`src/include/sram_map.vh`:
```
`ifndef SRAM_MAP_VH
`define SRAM_MAP_VH

// Pin widths of the 1024 x 4 part
`define SRAM_ADDR_W       10
`define SRAM_DATA_W       4

// Clock period in picoseconds (200 MHz)
`define SRAM_CLK_PS       5000

// Device timing in nanoseconds
`define SRAM_T_AA_NS      70
`define SRAM_T_WP_NS      50
`define SRAM_T_DW_NS      25
`define SRAM_T_WC_NS      70
`define SRAM_T_WR_NS      5
`define SRAM_T_HZ_NS      20

// Stages of the read data synchroniser
`define SRAM_SYNC_STAGES  2

// Width of the phase timer
`define SRAM_TMR_W        8

// Controller states
`define SRAM_ST_IDLE      3'h0
`define SRAM_ST_READ      3'h1
`define SRAM_ST_WRITE     3'h2
`define SRAM_ST_RECOV     3'h3
`define SRAM_ST_TURN      3'h4

`endif

```
`src/hw/sram_tmr.v`:
```
`timescale 1ns/100ps
`include "sram_map.vh"

module sram_tmr #(
   parameter W = `SRAM_TMR_W
) (
   input  wire         ref_clk,   // System clock
   input  wire         rst,       // Asynchronous reset, active high
   input  wire         load,      // Load a new count
   input  wire [W-1:0] value,     // Count to load
   output wire         done       // Count has reached zero
);

   reg [W-1:0] cnt;

   always @(posedge ref_clk or posedge rst) begin
      if (rst) begin
         cnt <= {W{1'b0}};
      end else if (load) begin
         cnt <= value;
      end else if (cnt != {W{1'b0}}) begin
         cnt <= cnt - {{(W-1){1'b0}}, 1'b1};
      end
   end

   assign done = (cnt == {W{1'b0}});

endmodule // sram_tmr

```
`src/hw/sram_ctrl.v`:
```
`timescale 1ns/100ps
`include "sram_map.vh"

// Operation
// (RULE1) The array holds 1024 words of four bits each, chosen by a ten-bit word index.
// (RULE2) A read does not alter the word, and the word seen on the data pins has the polarity that was written.
// (RULE3) The device needs no clock or refresh and acts only on the levels of its address and control pins.
// (RULE4) The device needs no address setup, so the write strobe may fall together with the new address.
// (RULE5) The four data pins are shared: the device drives them only in reads, the controller only in writes.
// (RULE6) While not selected the device holds its data outputs in high impedance.
// (RULE7) With chip select high the device sits in standby and resumes on reselection.
// (RULE8) The controller holds write enable high through every read.
// (RULE9) If chip select rises while write enable is high, the device outputs stay in high impedance.
// (RULE10) For a read started by chip select, the address is valid no later than chip select falls.
// (RULE11) Held selected with write enable high, the device outputs follow each new address with no strobe.
// (RULE12) While write enable is low the device releases its outputs and drives again only after the write.
// (RULE13) The read cycle equals the access time, so reads may follow back to back at the access rate.
// (RULE14) A write happens in the overlap of select and write enable low, takes the data at its end, and needs a stable address.

module sram_ctrl #(
   parameter AW      = `SRAM_ADDR_W,
   parameter DW      = `SRAM_DATA_W,
   parameter T_AA_NS = `SRAM_T_AA_NS,
   parameter T_WP_NS = `SRAM_T_WP_NS,
   parameter T_DW_NS = `SRAM_T_DW_NS,
   parameter T_WC_NS = `SRAM_T_WC_NS,
   parameter T_WR_NS = `SRAM_T_WR_NS,
   parameter T_HZ_NS = `SRAM_T_HZ_NS
) (
   input  wire          ref_clk,        // System clock, 200 MHz
   input  wire          rst,            // Asynchronous reset, active high
   input  wire          req,            // Request valid
   input  wire          req_we,         // 1 write, 0 read
   input  wire [AW-1:0] req_addr,       // Word to access
   input  wire [DW-1:0] req_wdata,      // Write data
   output wire          ready,          // Request taken when high with req
   output reg  [DW-1:0] rdata,          // Read data
   output reg           rvalid,         // Read data valid, one cycle
   output reg           wdone,          // Write finished, one cycle
   output reg  [AW-1:0] word_index,     // Address pins
   output reg           chip_sel_n,     // Chip select, active low
   output reg           write_en_n,     // Write enable, active low
   input  wire [DW-1:0] shared_data_in, // Data pins as seen on the wire
   output reg  [DW-1:0] shared_data_out,// Data driven onto the pins
   output reg           shared_data_oe  // High while the controller drives
);

   ////////////////////////////////////////////////////////////////////////////
   // Timing counts

   // Minimum times round up to whole cycles, never below one
   function [`SRAM_TMR_W-1:0] ns_to_cyc;
      input integer ns;
      integer c;
      begin
         c = (ns * 1000 + `SRAM_CLK_PS - 1) / `SRAM_CLK_PS;
         if (c < 1) c = 1;
         ns_to_cyc = c[`SRAM_TMR_W-1:0];
      end
   endfunction

   localparam [`SRAM_TMR_W-1:0] ONE     = {{(`SRAM_TMR_W-1){1'b0}}, 1'b1};
   localparam integer           SYNC_N  = `SRAM_SYNC_STAGES;
   localparam [`SRAM_TMR_W-1:0] SYNC_C  = SYNC_N[`SRAM_TMR_W-1:0];
   // Read phase covers the access time plus the synchroniser delay
   localparam [`SRAM_TMR_W-1:0] RD_CYC  = ns_to_cyc(T_AA_NS) + SYNC_C;
   // Overlap must meet both pulse width and data setup
   localparam [`SRAM_TMR_W-1:0] WP_CYC  = (ns_to_cyc(T_WP_NS) > ns_to_cyc(T_DW_NS)) ?
                                          ns_to_cyc(T_WP_NS) : ns_to_cyc(T_DW_NS);
   localparam [`SRAM_TMR_W-1:0] WR_MIN  = ns_to_cyc(T_WR_NS);
   localparam [`SRAM_TMR_W-1:0] WC_REST = (ns_to_cyc(T_WC_NS) > WP_CYC) ?
                                          ns_to_cyc(T_WC_NS) - WP_CYC : ONE;
   localparam [`SRAM_TMR_W-1:0] WR_CYC  = (WC_REST > WR_MIN) ? WC_REST : WR_MIN;
   localparam [`SRAM_TMR_W-1:0] HZ_CYC  = ns_to_cyc(T_HZ_NS);

   ////////////////////////////////////////////////////////////////////////////
   // Read data synchroniser

   reg [DW-1:0] sync1;
   reg [DW-1:0] sync2;

   always @(posedge ref_clk or posedge rst) begin
      if (rst) begin
         sync1 <= {DW{1'b0}};
         sync2 <= {DW{1'b0}};
      end else begin
         sync1 <= shared_data_in;
         sync2 <= sync1;
      end
   end

   ////////////////////////////////////////////////////////////////////////////
   // Sequencer

   reg  [2:0]             state;
   reg  [2:0]             next_state;
   reg                    tmr_load;
   reg  [`SRAM_TMR_W-1:0] tmr_value;
   wire                   tmr_done;

   sram_tmr #(
      .W     (`SRAM_TMR_W)
   ) u_tmr (
      .ref_clk (ref_clk),
      .rst     (rst),
      .load    (tmr_load),
      .value   (tmr_value),
      .done    (tmr_done)
   );

   // A read may chain straight into the next read without deselecting;
   // a write behind a read is held off until idle, so it is never taken and lost
   assign ready = (state == `SRAM_ST_IDLE) || ((state == `SRAM_ST_READ) && tmr_done && !req_we); // RULE13
   wire take = req && ready;

   always @* begin
      next_state = state;
      tmr_load   = 1'b0;
      tmr_value  = {`SRAM_TMR_W{1'b0}};
      case (state)
         `SRAM_ST_IDLE: begin
            if (take && req_we) begin
               next_state = `SRAM_ST_WRITE;
               tmr_load   = 1'b1;
               tmr_value  = WP_CYC - ONE;
            end else if (take) begin
               next_state = `SRAM_ST_READ;
               tmr_load   = 1'b1;
               tmr_value  = RD_CYC - ONE;
            end
         end
         `SRAM_ST_READ: begin
            if (tmr_done) begin
               if (take && !req_we) begin
                  next_state = `SRAM_ST_READ; // RULE11
                  tmr_load   = 1'b1;
                  tmr_value  = RD_CYC - ONE;
               end else begin
                  // Let the device outputs float before anyone drives the bus
                  next_state = `SRAM_ST_TURN; // RULE12
                  tmr_load   = 1'b1;
                  tmr_value  = HZ_CYC - ONE;
               end
            end
         end
         `SRAM_ST_WRITE: begin
            if (tmr_done) begin
               next_state = `SRAM_ST_RECOV;
               tmr_load   = 1'b1;
               tmr_value  = WR_CYC - ONE;
            end
         end
         `SRAM_ST_RECOV: begin
            if (tmr_done) next_state = `SRAM_ST_IDLE;
         end
         `SRAM_ST_TURN: begin
            if (tmr_done) next_state = `SRAM_ST_IDLE;
         end
         default: begin
            next_state = `SRAM_ST_IDLE;
         end
      endcase
   end

   ////////////////////////////////////////////////////////////////////////////
   // Pin and user registers

   always @(posedge ref_clk or posedge rst) begin
      if (rst) begin
         state           <= `SRAM_ST_IDLE;
         rdata           <= {DW{1'b0}};
         rvalid          <= 1'b0;
         wdone           <= 1'b0;
         word_index      <= {AW{1'b0}};
         chip_sel_n      <= 1'b1;
         write_en_n      <= 1'b1;
         shared_data_out <= {DW{1'b0}};
         shared_data_oe  <= 1'b0;
      end else begin
         state  <= next_state;
         rvalid <= 1'b0;
         wdone  <= 1'b0;
         if (take) begin
            // Address moves on the edge that selects the chip, or with the chip held selected for a chained read
            word_index <= req_addr[AW-1:0]; // RULE1 RULE10 RULE4
         end
         case (next_state)
            `SRAM_ST_READ: begin
               chip_sel_n     <= 1'b0;
               write_en_n     <= 1'b1; // RULE8
               shared_data_oe <= 1'b0; // RULE5
            end
            `SRAM_ST_WRITE: begin
               chip_sel_n     <= 1'b0; // RULE14
               write_en_n     <= 1'b0; // RULE4
               shared_data_oe <= 1'b1; // RULE5
               if (take) shared_data_out <= req_wdata;
            end
            `SRAM_ST_RECOV: begin
               // Both strobes rise together; address and data held past the end
               chip_sel_n <= 1'b1; // RULE14
               write_en_n <= 1'b1;
            end
            default: begin
               // Deselected while idle puts the device in standby
               chip_sel_n     <= 1'b1; // RULE7 RULE9
               write_en_n     <= 1'b1;
               shared_data_oe <= 1'b0; // RULE6
            end
         endcase
         if ((state == `SRAM_ST_READ) && tmr_done) begin
            rdata  <= sync2; // RULE2
            rvalid <= 1'b1;
         end
         if ((state == `SRAM_ST_RECOV) && tmr_done) begin
            wdone <= 1'b1;
         end
         // No refresh is ever issued; the idle state may last forever (RULE3)
      end
   end

endmodule // sram_ctrl

```
`config.mk`:
```
export PLATFORM = sky130hd
export DESIGN_NAME = sram_ctrl
export DESIGN_NICKNAME = d
export VERILOG_FILES = /design/src/hw/sram_tmr.v /design/src/hw/sram_ctrl.v
export VERILOG_INCLUDE_DIRS = /design/src /design/src/include
export SDC_FILE = /design/constraint.sdc
export NUM_CORES = 1
export LEC_CHECK = 0
export BUFFER_PORTS_ARGS = -buffer_cell sky130_fd_sc_hd__buf_2
export CAP_MARGIN = 20
export CORE_UTILIZATION = 50
export DETAILED_ROUTE_END_ITERATION = 7
export PLACE_DENSITY = 0.75
export SYNTH_ARGS = -nofsm -noshare
export SYNTH_HDL_FRONTEND = slang
export SYNTH_SLANG_ARGS = --single-unit
```
`constraint.sdc`:
```
create_clock -name ref_clk -period 3.05 [get_ports ref_clk]
set_input_delay 0.4575 -clock ref_clk [delete_from_list [all_inputs] [get_ports ref_clk]]
set_output_delay 0.4575 -clock ref_clk [all_outputs]
set_load 0.02 [all_outputs]
```
## Word level (Yosys, flattened, before mapping)

Index checks and enable logic that the tools add are counted.

- Add/subtract/negate cells: 1
- $mul: 0
- Divide/modulo/power cells: 0
- $lt $le $gt $ge: 0
- Equality and inequality tests: 7
- Shifts and indexed selects: 0
- Multiplexer cells: 24
- Bitwise gates (word level): 0
- Reductions and logical operators: 16

Operators by type and width:

| cell | count |
|---|---|
| 3-bit two-way mux | 6 |
| 4-bit two-way mux | 4 |
| 8-bit two-way mux | 2 |
| 3-bit by 2-bit equality test with 1-bit output, second input constant | 4 |
| 3-bit one-hot mux with 4 select lines | 1 |
| 4-bit one-hot mux with 3 select lines | 1 |
| 8-bit logical NOT | 1 |
| 8-bit nonzero test | 1 |
| 8-bit by 1-bit subtractor with 8-bit output, second input constant | 1 |
| 1-bit two-way mux | 7 |
| 3-bit by 1-bit equality test with 1-bit output, second input constant | 2 |
| 1-bit logical AND | 6 |
| 2-bit OR reduction | 3 |
| 1-bit one-hot mux with 2 select lines | 2 |
| 3-bit equality test, second input constant | 1 |
| 3-bit logical NOT | 1 |
| 2-bit two-way mux | 1 |
| 2-bit AND reduction | 1 |
| 2-bit nonzero test | 1 |
| 1-bit logical NOT | 1 |
| 1-bit logical OR | 1 |

- Bits in registers: 42
- Latch bits: 0
- RAM bits: 0
- Bits in read-only memories: 0
- Input port bits: 22
- Output and inout port bits: 24
- Logic and storage cells: 60
- Memories: 0

## Depth between registers and ports, before layout

Gate-level depths: netlist of run 1.

- Word-level depth: 12
- Depth in mapped cells: 7
- Gate-level depth less buffers: 6

## Hierarchy

A second synthesis of run 1 with hierarchy kept.

- Cell total of the unflattened synthesis: 158
- Area total of the unflattened synthesis: 1870.5 sq um

Modules (own cells, without submodules):

| module | times used | cells an instance | area an instance (sq um) |
|---|---|---|---|
| sram_ctrl | 1 | 102 | 1373.8 |
| sram_tmr | 1 | 56 | 496.7 |

## Worst setup path after synthesis of run 1

No wires, ideal clock.

- Path kind: register -> output
- Start: register u_tmr.cnt[0]
- End: output ready
- Arrival: 1.602 ns
- Path slack: 0.991 ns
- Cell stages (with the launch flop): 6
- Path buffers: 0
- Cell sequence: dfrtp_1 > inv_1 > ha_1 > or3b_2 > o31ai_4 > and2_1

- Word-level cells in the longest chain between the ends: 4

RTL lines:

| what | line | text |
|---|---|---|
| from (decl) | sram_tmr.v:14 | `reg [W-1:0] cnt;` |
| from (signal assigned) | sram_tmr.v:18 | `cnt <= {W{1'b0}};` |
| from (signal assigned) | sram_tmr.v:20 | `cnt <= value;` |
| from (signal assigned) | sram_tmr.v:22 | `cnt <= cnt - {{(W-1){1'b0}}, 1'b1};` |
| 8-bit logical NOT | sram_tmr.v:26 | `assign done = (cnt == {W{1'b0}});` |
| 1-bit logical AND (2 in a row) | sram_ctrl.v:113 | `` assign ready = (state == `SRAM_ST_IDLE) \|\| ((state == `SRAM_ST_READ) && tmr_done && !req_we); `` |
| 1-bit logical OR | sram_ctrl.v:113 |  |
| to (decl) | sram_ctrl.v:36 | `output wire ready,` |

No other way between the ends.

## Worst setup path after layout of run 1

Same ends and word-level chain as after synthesis.

==> results of run 1 <==
cell families after synthesis:
group	count (synthesis)	synth area share, %
multiplexers	20	14.4
XOR/XNOR	3	1.47
AO/OA/AOI/OAI	17	7.64
adder cells (fa/ha/maj)	1	0.701
flip-flops	42	59.0
AND/OR/NAND/NOR	43	13.5
buffers and inverters	11	3.23
flip-flops by register name, indices dropped and copies added (netlist names):
signal and count:
chip_sel_n 1, rdata 4, rvalid 1, shared_data_oe 1
shared_data_out 4, state 3, sync1 4, sync2 4
u_tmr.cnt 8, wdone 1, word_index 10, write_en_n 1
Yosys cell counts (2+ instances only):
cell type,number,area [sq um]
dfrtp_1,40,1000
mux2_2,9,101
mux2_4,9,135
nor2_1,9,33.8
inv_1,8,30.0
nand2_1,8,30.0
a21oi_1,4,20.0
nand2b_1,3,18.8
nand3_1,3,15.0
nor3_1,3,15.0
o21ai_0,3,15.0
a21o_1,2,15.0
and2_1,2,12.5
and3_1,2,12.5
buf_6,2,22.5
dfstp_2,2,52.6
mux2i_1,2,20.0
nand3_2,2,20.0
nand3b_1,2,15.0
nor4_1,2,12.5
or3b_2,2,17.5
xnor2_1,2,17.5
final timing paths:
kind,end,slack [ps],start,cells past startpoint
min in group asynchronous,word_index[3],210,rst,3
hold / removal,sync1[0],200,shared_data_in[0],1
max in group asynchronous,chip_sel_n,2470,rst,3
hold reg to reg,sync2[0],370,sync1[0],0
setup / recovery,ready,480,u_tmr.cnt[0],6
setup reg to reg,word_index[6],760,u_tmr.cnt[0],6
per-layer routing:
metal,share of wire [%],vias up
met5,0,-
met4,2.0,0
met3,8.0,9
met2,46,65
met1,44,601
li1,-,578
final cells by class:
| class | count | share of cell area (%) |
|---|---|---|
| multi-input cells | 84 | 31.7 |
| well taps | 46 | 2.71 |
| inverters | 8 | 1.42 |
| clock inverters | 1 | 1.42 |
| flip-flops and latches | 42 | 49.6 |
| clock buffers | 7 | 2.12 |
| repair buffers | 46 | 11.0 |
power groups by stage:
| stage | Combinational (uW) | Sequential [uW] | Clock (uW) |
|---|---|---|---|
| 6_report | 930 | 925 | 344 |
| 5_1_grt | 1020 | 959 | 373 |
| 4_1_cts | 939 | 927 | 348 |
| 3_5_place_dp | 935 | 936 | 0 |
| 3_3_place_gp | 907 | 920 | 0 |
| 2_1_floorplan | 564 | 1060 | 0 |
placed cells by master (no fill, tap or decap), types with 2 or more instances in the layout:
master	synthesis	layout
nand2_1	8	8
or3b_2	2	2
o21ai_0	3	3
dfstp_2	2	2
xnor2_1	2	2
nand2b_1	3	3
mux2_2	9	9
buf_2	1	45
inv_1	8	8
mux2i_1	2	2
and2_1	2	2
nand3_2	2	2
nand3b_1	2	2
nor2_1	9	9
a21o_1	2	2
nor3_1	3	3
clkbuf_1	0	2
dfrtp_1	40	40
mux2_4	9	9
clkbuf_4	0	5
nor4_1	2	2
nand3_1	3	3
and3_1	2	2
a21oi_1	4	4
stage by stage:
stage / area (sq um) / util, % / hold slack [ps]
final: 2120 / 62.6 / 203
after global routing: 2120 / 62.6 / 182
after CTS: 2120 / 62.6 / 201
after detailed placement: 2050 / 60.4 / 337
after global placement: 2050 / 60.4 / 332
after floorplan: 1780 / - / 331
==> flow_summary.ini, run 1 <==
[global_routing]
grt_pass1_vias = 1200
gr-usage-met1_pct = 24.1
top_usage_layer = met2
grt_pass1_wl_um = 5070
grt_max_degree = 43
globalRouteMet2Util_pct = 29.8
antenna_found_initial = 0
overflow = 0
grt_usage_pct = 19.1
globalRouteMet3Util_pct = 6.63

[timing]
final.period_utilization_pct = 84.2
maxSlewViolCount = 0
finalSetupViolations = 0
fmax_mhz = 389
rsz0062_at_grt = false
fin_ws_ps = 482
setup_tns_ps = 0
layout_min_cycle_time_ps = 2570
hold_viol = 0
relSlewSlack_pct = 60.3
worst_pin_slew_ps = 590
finalClockSkew_ps = 6.59

[clock_tree]
clockBufferDepth = 2
cts_sinks = 42
hold_buffers = 0
htree_levels = 2
cts_buffers = 5
postCtsSetupBuffers = 0
cts-root-buf = clkbuf_4
cts_resized = 0
clk_pin_slew_ps = 120
cts_tree = done
worstSkewPairLatency_ps = 350

[drt]
wire_per_inst_um = 13.9
drtAntennaViolNets = 0
vias = 1253
via_per_inst = 5.35
drcViolationCount = 0
drtIter0Drc = 63
wl_um = 3260
dr.pass1.iters = 4

[pwr]
peakVddDrop_mv = 0.540
cellLeakagePower_uw = 0.00109
total_power_uw = 2200
power_density_nw_per_um2 = 1040
swShare_pct = 37.5
intPower_uw = 1370
comb_power_share_pct = 42.3
sequentialPowerShare_pct = 42.1
clkPwrFrac_pct = 15.7
power_switching_uw = 825

[die]
core_area_sq_um = 3390
die_h_um = 61.7
io_pins = 46
rows = 21
fp.dieW_um = 61.7
die_area_sq_um = 3810
initial_core_util_pct = 52.6

[synth]
synth_seq_cells = 42
synth_nets = 160
avgSynthCellArea_sq_um = 13.0
ys.flop_type = dfrtp_1
synth_edf_count = 0
synth_cell_types = 38
synthArstFlopShare_pct = 100
synth_area_sq_um = 1780
yosysSeqAreaShare_pct = 59.0
synth_warnings = 0
syn_inst = 137

[finish]
final.fill_count = 271
fin_nets = 210
drive_gt1_share_pct = 43.6
final-seq-area_sq_um = 1050
area_growth_pct = 18.9
layoutNonFillerInstCount = 234
diodes = 0
multi_input_area_sq_um = 673

[place]
routabilityCongestion = 0.836
pre_cts_ws_ps = 762
place_inst = 226
dp_hpwl_um = 2350
port_buffers = 45

[worst_hold_path]
hold_class = input pin to register

[setup_path]
crit_family = simple AND/OR/NAND/NOR gates
critPathCaptureType = primary output
cp_slowest_cell = or3b_2
cp-start-kind = register
path_cells = inv_1 -> ha_1 -> or3b_2 -> o31ai_4 -> and2_1 -> buf_2
cp.arrival_ps = 2110
cp_max_fo = 4
worstSetupPathType = register to primary output
path_buf_inv = 2
cpPeakStageDelay_ps = 530
required_ps = 2590

[run_status]
outcome = completed

[job]
max-cap-violations = 0
No activity file was read; power rests on OpenSTA's default activity.
==> run 2: changes to the inputs <==
--- a/config.mk
+++ b/config.mk
@@ -8,9 +8,9 @@
 export LEC_CHECK = 0
 export BUFFER_PORTS_ARGS = -buffer_cell sky130_fd_sc_hd__buf_2
 export CAP_MARGIN = 20
-export CORE_UTILIZATION = 50
+export CORE_UTILIZATION = 47
 export DETAILED_ROUTE_END_ITERATION = 7
-export PLACE_DENSITY = 0.75
+export PLACE_DENSITY = 0.74
 export SYNTH_ARGS = -nofsm -noshare
 export SYNTH_HDL_FRONTEND = slang
 export SYNTH_SLANG_ARGS = --single-unit
==> constraint.sdc (replaced) <==
create_clock -name ref_clk -period 2.2 [get_ports ref_clk]
set_input_delay 0.33 -clock ref_clk [delete_from_list [all_inputs] [get_ports ref_clk]]
set_output_delay 0.33 -clock ref_clk [all_outputs]
set_load 0.02 [all_outputs]
==> run 2 against run 1 <==
Worst setup slack worse by 450 ps. Routed wire length increased by 3.2%. Non-clock buffer count is 8 higher. Utilization shrank 2.0 points. Final cell count up 4.3%. Cell area rose by 4.5%. Clock power rose by 41%. Die area is 6.2% higher. Clock skew decreased by 2.8 ps. Critical endpoint unchanged. Largest cell class unchanged. Largest power group unchanged.
==> flow_summary.ini, run 2 (synthesis gave the netlist of run 1 again) <==
[run_status]
outcome = completed

[place]
routabilityCongestion = 0.844
place_inst = 233
dp_hpwl_um = 2350
pre_cts_ws_ps = -96.8
port_buffers = 45

[setup_path]
worstSetupPathType = register to primary output
crit_family = simple AND/OR/NAND/NOR gates
cp_max_fo = 6
cp.depth = 4
critPathCaptureType = primary output
required_ps = 1870
startpoint = u_tmr.cnt[4]
path_cells = or4_4 -> o31ai_4 -> and2_1 -> buf_4
crit_path_end = ready
cp_slowest_cell = or4_4
r2r_cells = 4
path_buf_inv = 1
crit-reg2reg-launch = u_tmr.cnt[4]
rrSetupSlack_ps = 80
cp.arrival_ps = 1840
reg2reg_to = word_index[4]
cpPeakStageDelay_ps = 560
cp-start-kind = register

[die]
rows = 22
initial_core_util_pct = 48.7
io_pins = 46
fp.dieW_um = 63.6
die_h_um = 63.6
die_area_sq_um = 4050
core_area_sq_um = 3660

[timing]
maxSlewViolCount = 0
layout_min_cycle_time_ps = 2170
relSlewSlack_pct = 55.9
fin_ws_ps = 32.9
rsz0062_at_grt = true
finalSetupViolations = 0
worst_pin_slew_ps = 655
worst_hold_slack_ps = 143
finalClockSkew_ps = 3.82
hold_viol = 0
fmax_mhz = 461
final.period_utilization_pct = 98.5

[clock_tree]
cts_tree = done
hold_buffers = 0
cts_buffers = 5
cts_sinks = 42
htree_levels = 2
clockBufferDepth = 2
clk_pin_slew_ps = 80
worstSkewPairLatency_ps = 290
cts-root-buf = clkbuf_8

[job]
max-cap-violations = 0

[finish]
layoutNonFillerInstCount = 244
area_growth_pct = 24.3
layout_commonest_cell = buf_2
reg.largest.list = word_index (10), u_tmr.cnt (8)
largest_reg_flops = 10
regMostFlops = word_index
diodes = 0
layout_common_cells = 44 x buf_2, 39 x dfrtp_1, 10 x buf_4
drive_gt1_share_pct = 48.5
finalCoreUtilization_pct = 60.6
fin_nets = 218

[drt]
drtIter0Drc = 32
dr.pass1.iters = 4
wire_per_inst_um = 13.8
drtAntennaViolNets = 0
wl_um = 3360
via_per_inst = 5.16
drcViolationCount = 0
vias = 1259

[pwr]
power_density_nw_per_um2 = 1430
peakVddDrop_mv = 0.695
cellLeakagePower_uw = 0.00113

[global_routing]
grt_pass1_wl_um = 5630
grt_usage_pct = 18.3
antenna_found_initial = 0
grt_max_degree = 43
globalRouteMet2Util_pct = 31.0
gr-usage-met1_pct = 22.0
top_usage_layer = met2
overflow = 0
grt_pass1_vias = 1266
globalRouteMet3Util_pct = 4.17

[worst_hold_path]
hold_class = input pin to register
[run 2: changes by cell type in the layout (fill, tap and decap cells not counted), moves of 2 or more]
cell and change:
buf_4 +9, clkbuf_8 +5, clkbuf_4 -5, clkbuf_1 -2
[run 2: how the worst min path moves through the flow]
stage | startpoint | endpoint | slack [ps] | cells past startpoint
detailed placement | sync1[1] | sync2[1] | 340 | 0
finish | shared_data_in[0] | sync1[0] | 140 | 1
global placement | sync1[3] | sync2[3] | 330 | 0
floorplan | sync1[0] | sync2[0] | 330 | 0
global route | shared_data_in[3] | sync1[3] | 130 | 1
CTS | shared_data_in[0] | sync1[0] | 130 | 1
[run 2: repair_timing]
item	4_1_cts	5_1_grt
gates resized for setup	4	2
buffers inserted	1	2
endpoints found under the setup margin	11	11
cloned	0	0
[run 2: final cells by class]
class | instances | area [sq um]
repair buffers | 54 | 295
multi-input cells | 84 | 688
inverters | 8 | 30.0
fillers | 296 | 1440
well taps | 48 | 60.1
flip-flops and latches | 42 | 1050
clock buffers | 5 | 68.8
clock inverters | 3 | 21.3
[run 2: stage by stage]
stage               total power [uW]  TNS, ps  instance area [sq um]
floorplan                       2250        0                   1780
global placement                2570    -7.38                   2090
detailed placement              2630     -882                   2090
CTS                             3150        0                   2190
global route                    3390     -489                   2220
finish                          3180        0                   2220
[run 2: metal layers]
| layer | vias up | wire length [um] |
|---|---|---|
| li1 | 594 | - |
| met1 | 604 | 1450 |
| met2 | 57 | 1640 |
| met3 | 4 | 237 |
| met4 | 0 | 34 |
| met5 | - | 0 |
[run 2: worst register-to-register path, cell delays in order (launching register included)]
cell     delay (ps)
dfrtp_2         440
or4_4           560
o31ai_4         260
nand3_2         340
mux2_4          410
[run 2: report_power, final]
part | total (uW) | internal (uW) | switching, uW
logic | 1430 | 682 | 749
clock network | 486 | 223 | 263
registers | 1260 | 1070 | 196
total | 3180 | 1970 | 1210
==> run 3: changes to the inputs <==
--- a/config.mk
+++ b/config.mk
@@ -8,9 +8,9 @@
 export LEC_CHECK = 0
 export BUFFER_PORTS_ARGS = -buffer_cell sky130_fd_sc_hd__buf_2
 export CAP_MARGIN = 20
-export CORE_UTILIZATION = 47
+export CORE_UTILIZATION = 24
 export DETAILED_ROUTE_END_ITERATION = 7
-export PLACE_DENSITY = 0.74
+export PLACE_DENSITY = 0.43
 export SYNTH_ARGS = -nofsm -noshare
 export SYNTH_HDL_FRONTEND = slang
 export SYNTH_SLANG_ARGS = --single-unit
==> run 3 against run 2 <==
Sequential share of layout area shrank 2.3 points. Combinational power grew 6%. Cell area grew 5.1%. Critical endpoint unchanged. Clock power grew 8.2%. Highest routed layer unchanged. Die area grew 92%. Global-route usage shrank 8.0 points. Critical path depth grew 2. Utilization shrank 28 points. Worst setup slack lost 6.8 ps. Fmax shrank 0.31%. Critical path type unchanged. Final cell count grew 23%. Register-to-register slack gained 130 ps.
==> flow_summary.ini, run 3 (synthesis gave the netlist of run 1 again) <==
[timing]
final.period_utilization_pct = 98.8
hold_viol = 0
rsz0062_at_grt = true
worst_pin_slew_ps = 657
maxSlewViolCount = 0
layout_min_cycle_time_ps = 2170
fmax_mhz = 460
finalClockSkew_ps = 3.54
relSlewSlack_pct = 55.8
finalSetupViolations = 0

[global_routing]
grt_usage_pct = 10.3
antenna_found_initial = 0
grt_pass1_vias = 1260
overflow = 0
grt_pass1_wl_um = 6020
grt_max_degree = 43

[drt]
dr.pass1.iters = 4
vias = 1283
drtAntennaViolNets = 0
drcViolationCount = 0
wl_um = 3750
drtIter0Drc = 68
via_per_inst = 4.28
wire_per_inst_um = 12.5

[setup_path]
cp_max_fo = 3
cpPeakStageDelay_ps = 400
rrSetupSlack_ps = 210
worstSetupPathType = register to primary output
reg2reg_to = word_index[1]
path_cells = inv_2 -> ha_4 -> or3b_4 -> o31ai_4 -> and2_4 -> buf_6
crit-reg2reg-launch = u_tmr.cnt[0]
cp.arrival_ps = 1840
critPathCaptureType = primary output
required_ps = 1870
crit_family = simple AND/OR/NAND/NOR gates
r2r_cells = 7
cp-start-kind = register
cp_slowest_cell = or3b_4
startpoint = u_tmr.cnt[0]
path_buf_inv = 2

[place]
dp_hpwl_um = 2560
port_buffers = 45
routabilityCongestion = 0.745
place_inst = 288

[pwr]
peakVddDrop_mv = 0.469
comb_power_share_pct = 46.1
cellLeakagePower_uw = 0.00116
power_switching_uw = 1230
clkPwrFrac_pct = 16.0
sequentialPowerShare_pct = 37.9
intPower_uw = 2050
power_density_nw_per_um2 = 1410
swShare_pct = 37.5

[die]
initial_core_util_pct = 24.7
rows = 31
die_h_um = 88.2
core_area_sq_um = 7210
fp.dieW_um = 88.2
io_pins = 46
die_area_sq_um = 7780

[job]
max-cap-violations = 0

[clock_tree]
worstSkewPairLatency_ps = 290
clockBufferDepth = 2
cts_tree = done
clk_pin_slew_ps = 80
cts-root-buf = clkbuf_8
cts_buffers = 5
hold_buffers = 0
htree_levels = 2
cts_sinks = 42

[finish]
drive_gt1_share_pct = 50.7
regMostFlops = word_index
finalCoreUtilization_pct = 32.3
final.fill_count = 759
layoutNonFillerInstCount = 300
reg.largest.list = word_index (10), u_tmr.cnt (8)
largest_reg_flops = 10
area_growth_pct = 30.6
layout_common_cells = 44 x buf_2, 39 x dfrtp_1, 14 x buf_4
diodes = 0
layout_commonest_cell = buf_2
fin_nets = 223

[run_status]
outcome = completed

[worst_hold_path]
holdPathEnd = sync1[1]
hold_class = input pin to register
holdPathStages = 1
hp-start = shared_data_in[1]
run 3: cell count changes in the layout (fill, tap and decap cells not counted):
cell      delta
and2_1       -1
and2_4       +1
buf_4        +4
buf_6        +1
clkbuf_8     +1
clkinv_1     +1
clkinv_4     -1
inv_1        -2
inv_2        +1
run 3: worst reg2reg max path, stage by stage (launching register included):
cell and delay, ps:
dfrtp_1 390, inv_2 90, ha_4 140, or3b_4 400, o31ai_4 250, nand3_2 90, buf_4 210, mux2_4 310
run 3: layout make-up:
cell class,instances,area (sq um),share of cell area (%)
well taps,99,124,5.31
clock buffers,6,82.6,3.54
multi-input cells,84,691,29.6
flip-flops and latches,42,1050,45.2
inverters,8,30.0,1.29
repair buffers,59,337,14.4
clock inverters,2,12.5,0.537
run 3: layer usage:
metal | routed length (um) | GRT usage, %
met5 | 0 | 0
met4 | 36 | 3.23
met2 | 1740 | 16.5
met1 | 1750 | 13.0
met3 | 223 | 3.54
run 3: worst max-delay path by stage:
stage	endpoint	cells past startpoint
finish	ready	6
global route	ready	6
CTS	ready	4
detailed placement	word_index[7]	7
global placement	word_index[2]	7
floorplan	word_index[0]	7
run 3: timing repair:
item,CTS,global route
resized for setup,5,4
pin swaps,0,2
setup buffers,3,1
setup endpoints to repair,1,1
run 3: through the flow:
stage | hold slack (ps) | setup slack (ps) | TNS, ps | area, sq um | power [uW]
2_1_floorplan | 331 | 176 | 0 | 1780 | 2250
3_3_place_gp | 334 | 82.9 | 0 | 2180 | 2690
3_5_place_dp | 336 | 56.0 | 0 | 2180 | 2690
4_1_cts | 127 | 2.26 | 0 | 2310 | 3280
5_1_grt | 123 | -48.8 | -48.8 | 2330 | 3540
6_report | 140 | 26.2 | 0 | 2330 | 3290
run 3: power by group through the flow:
stage / clock, uW / sequential (uW) / combinational [uW]
6_report: 526 / 1250 / 1510
5_1_grt: 579 / 1290 / 1670
4_1_cts: 557 / 1250 / 1480
3_5_place_dp: 0 / 1260 / 1420
3_3_place_gp: 0 / 1270 / 1430
2_1_floorplan: 0 / 1470 / 782
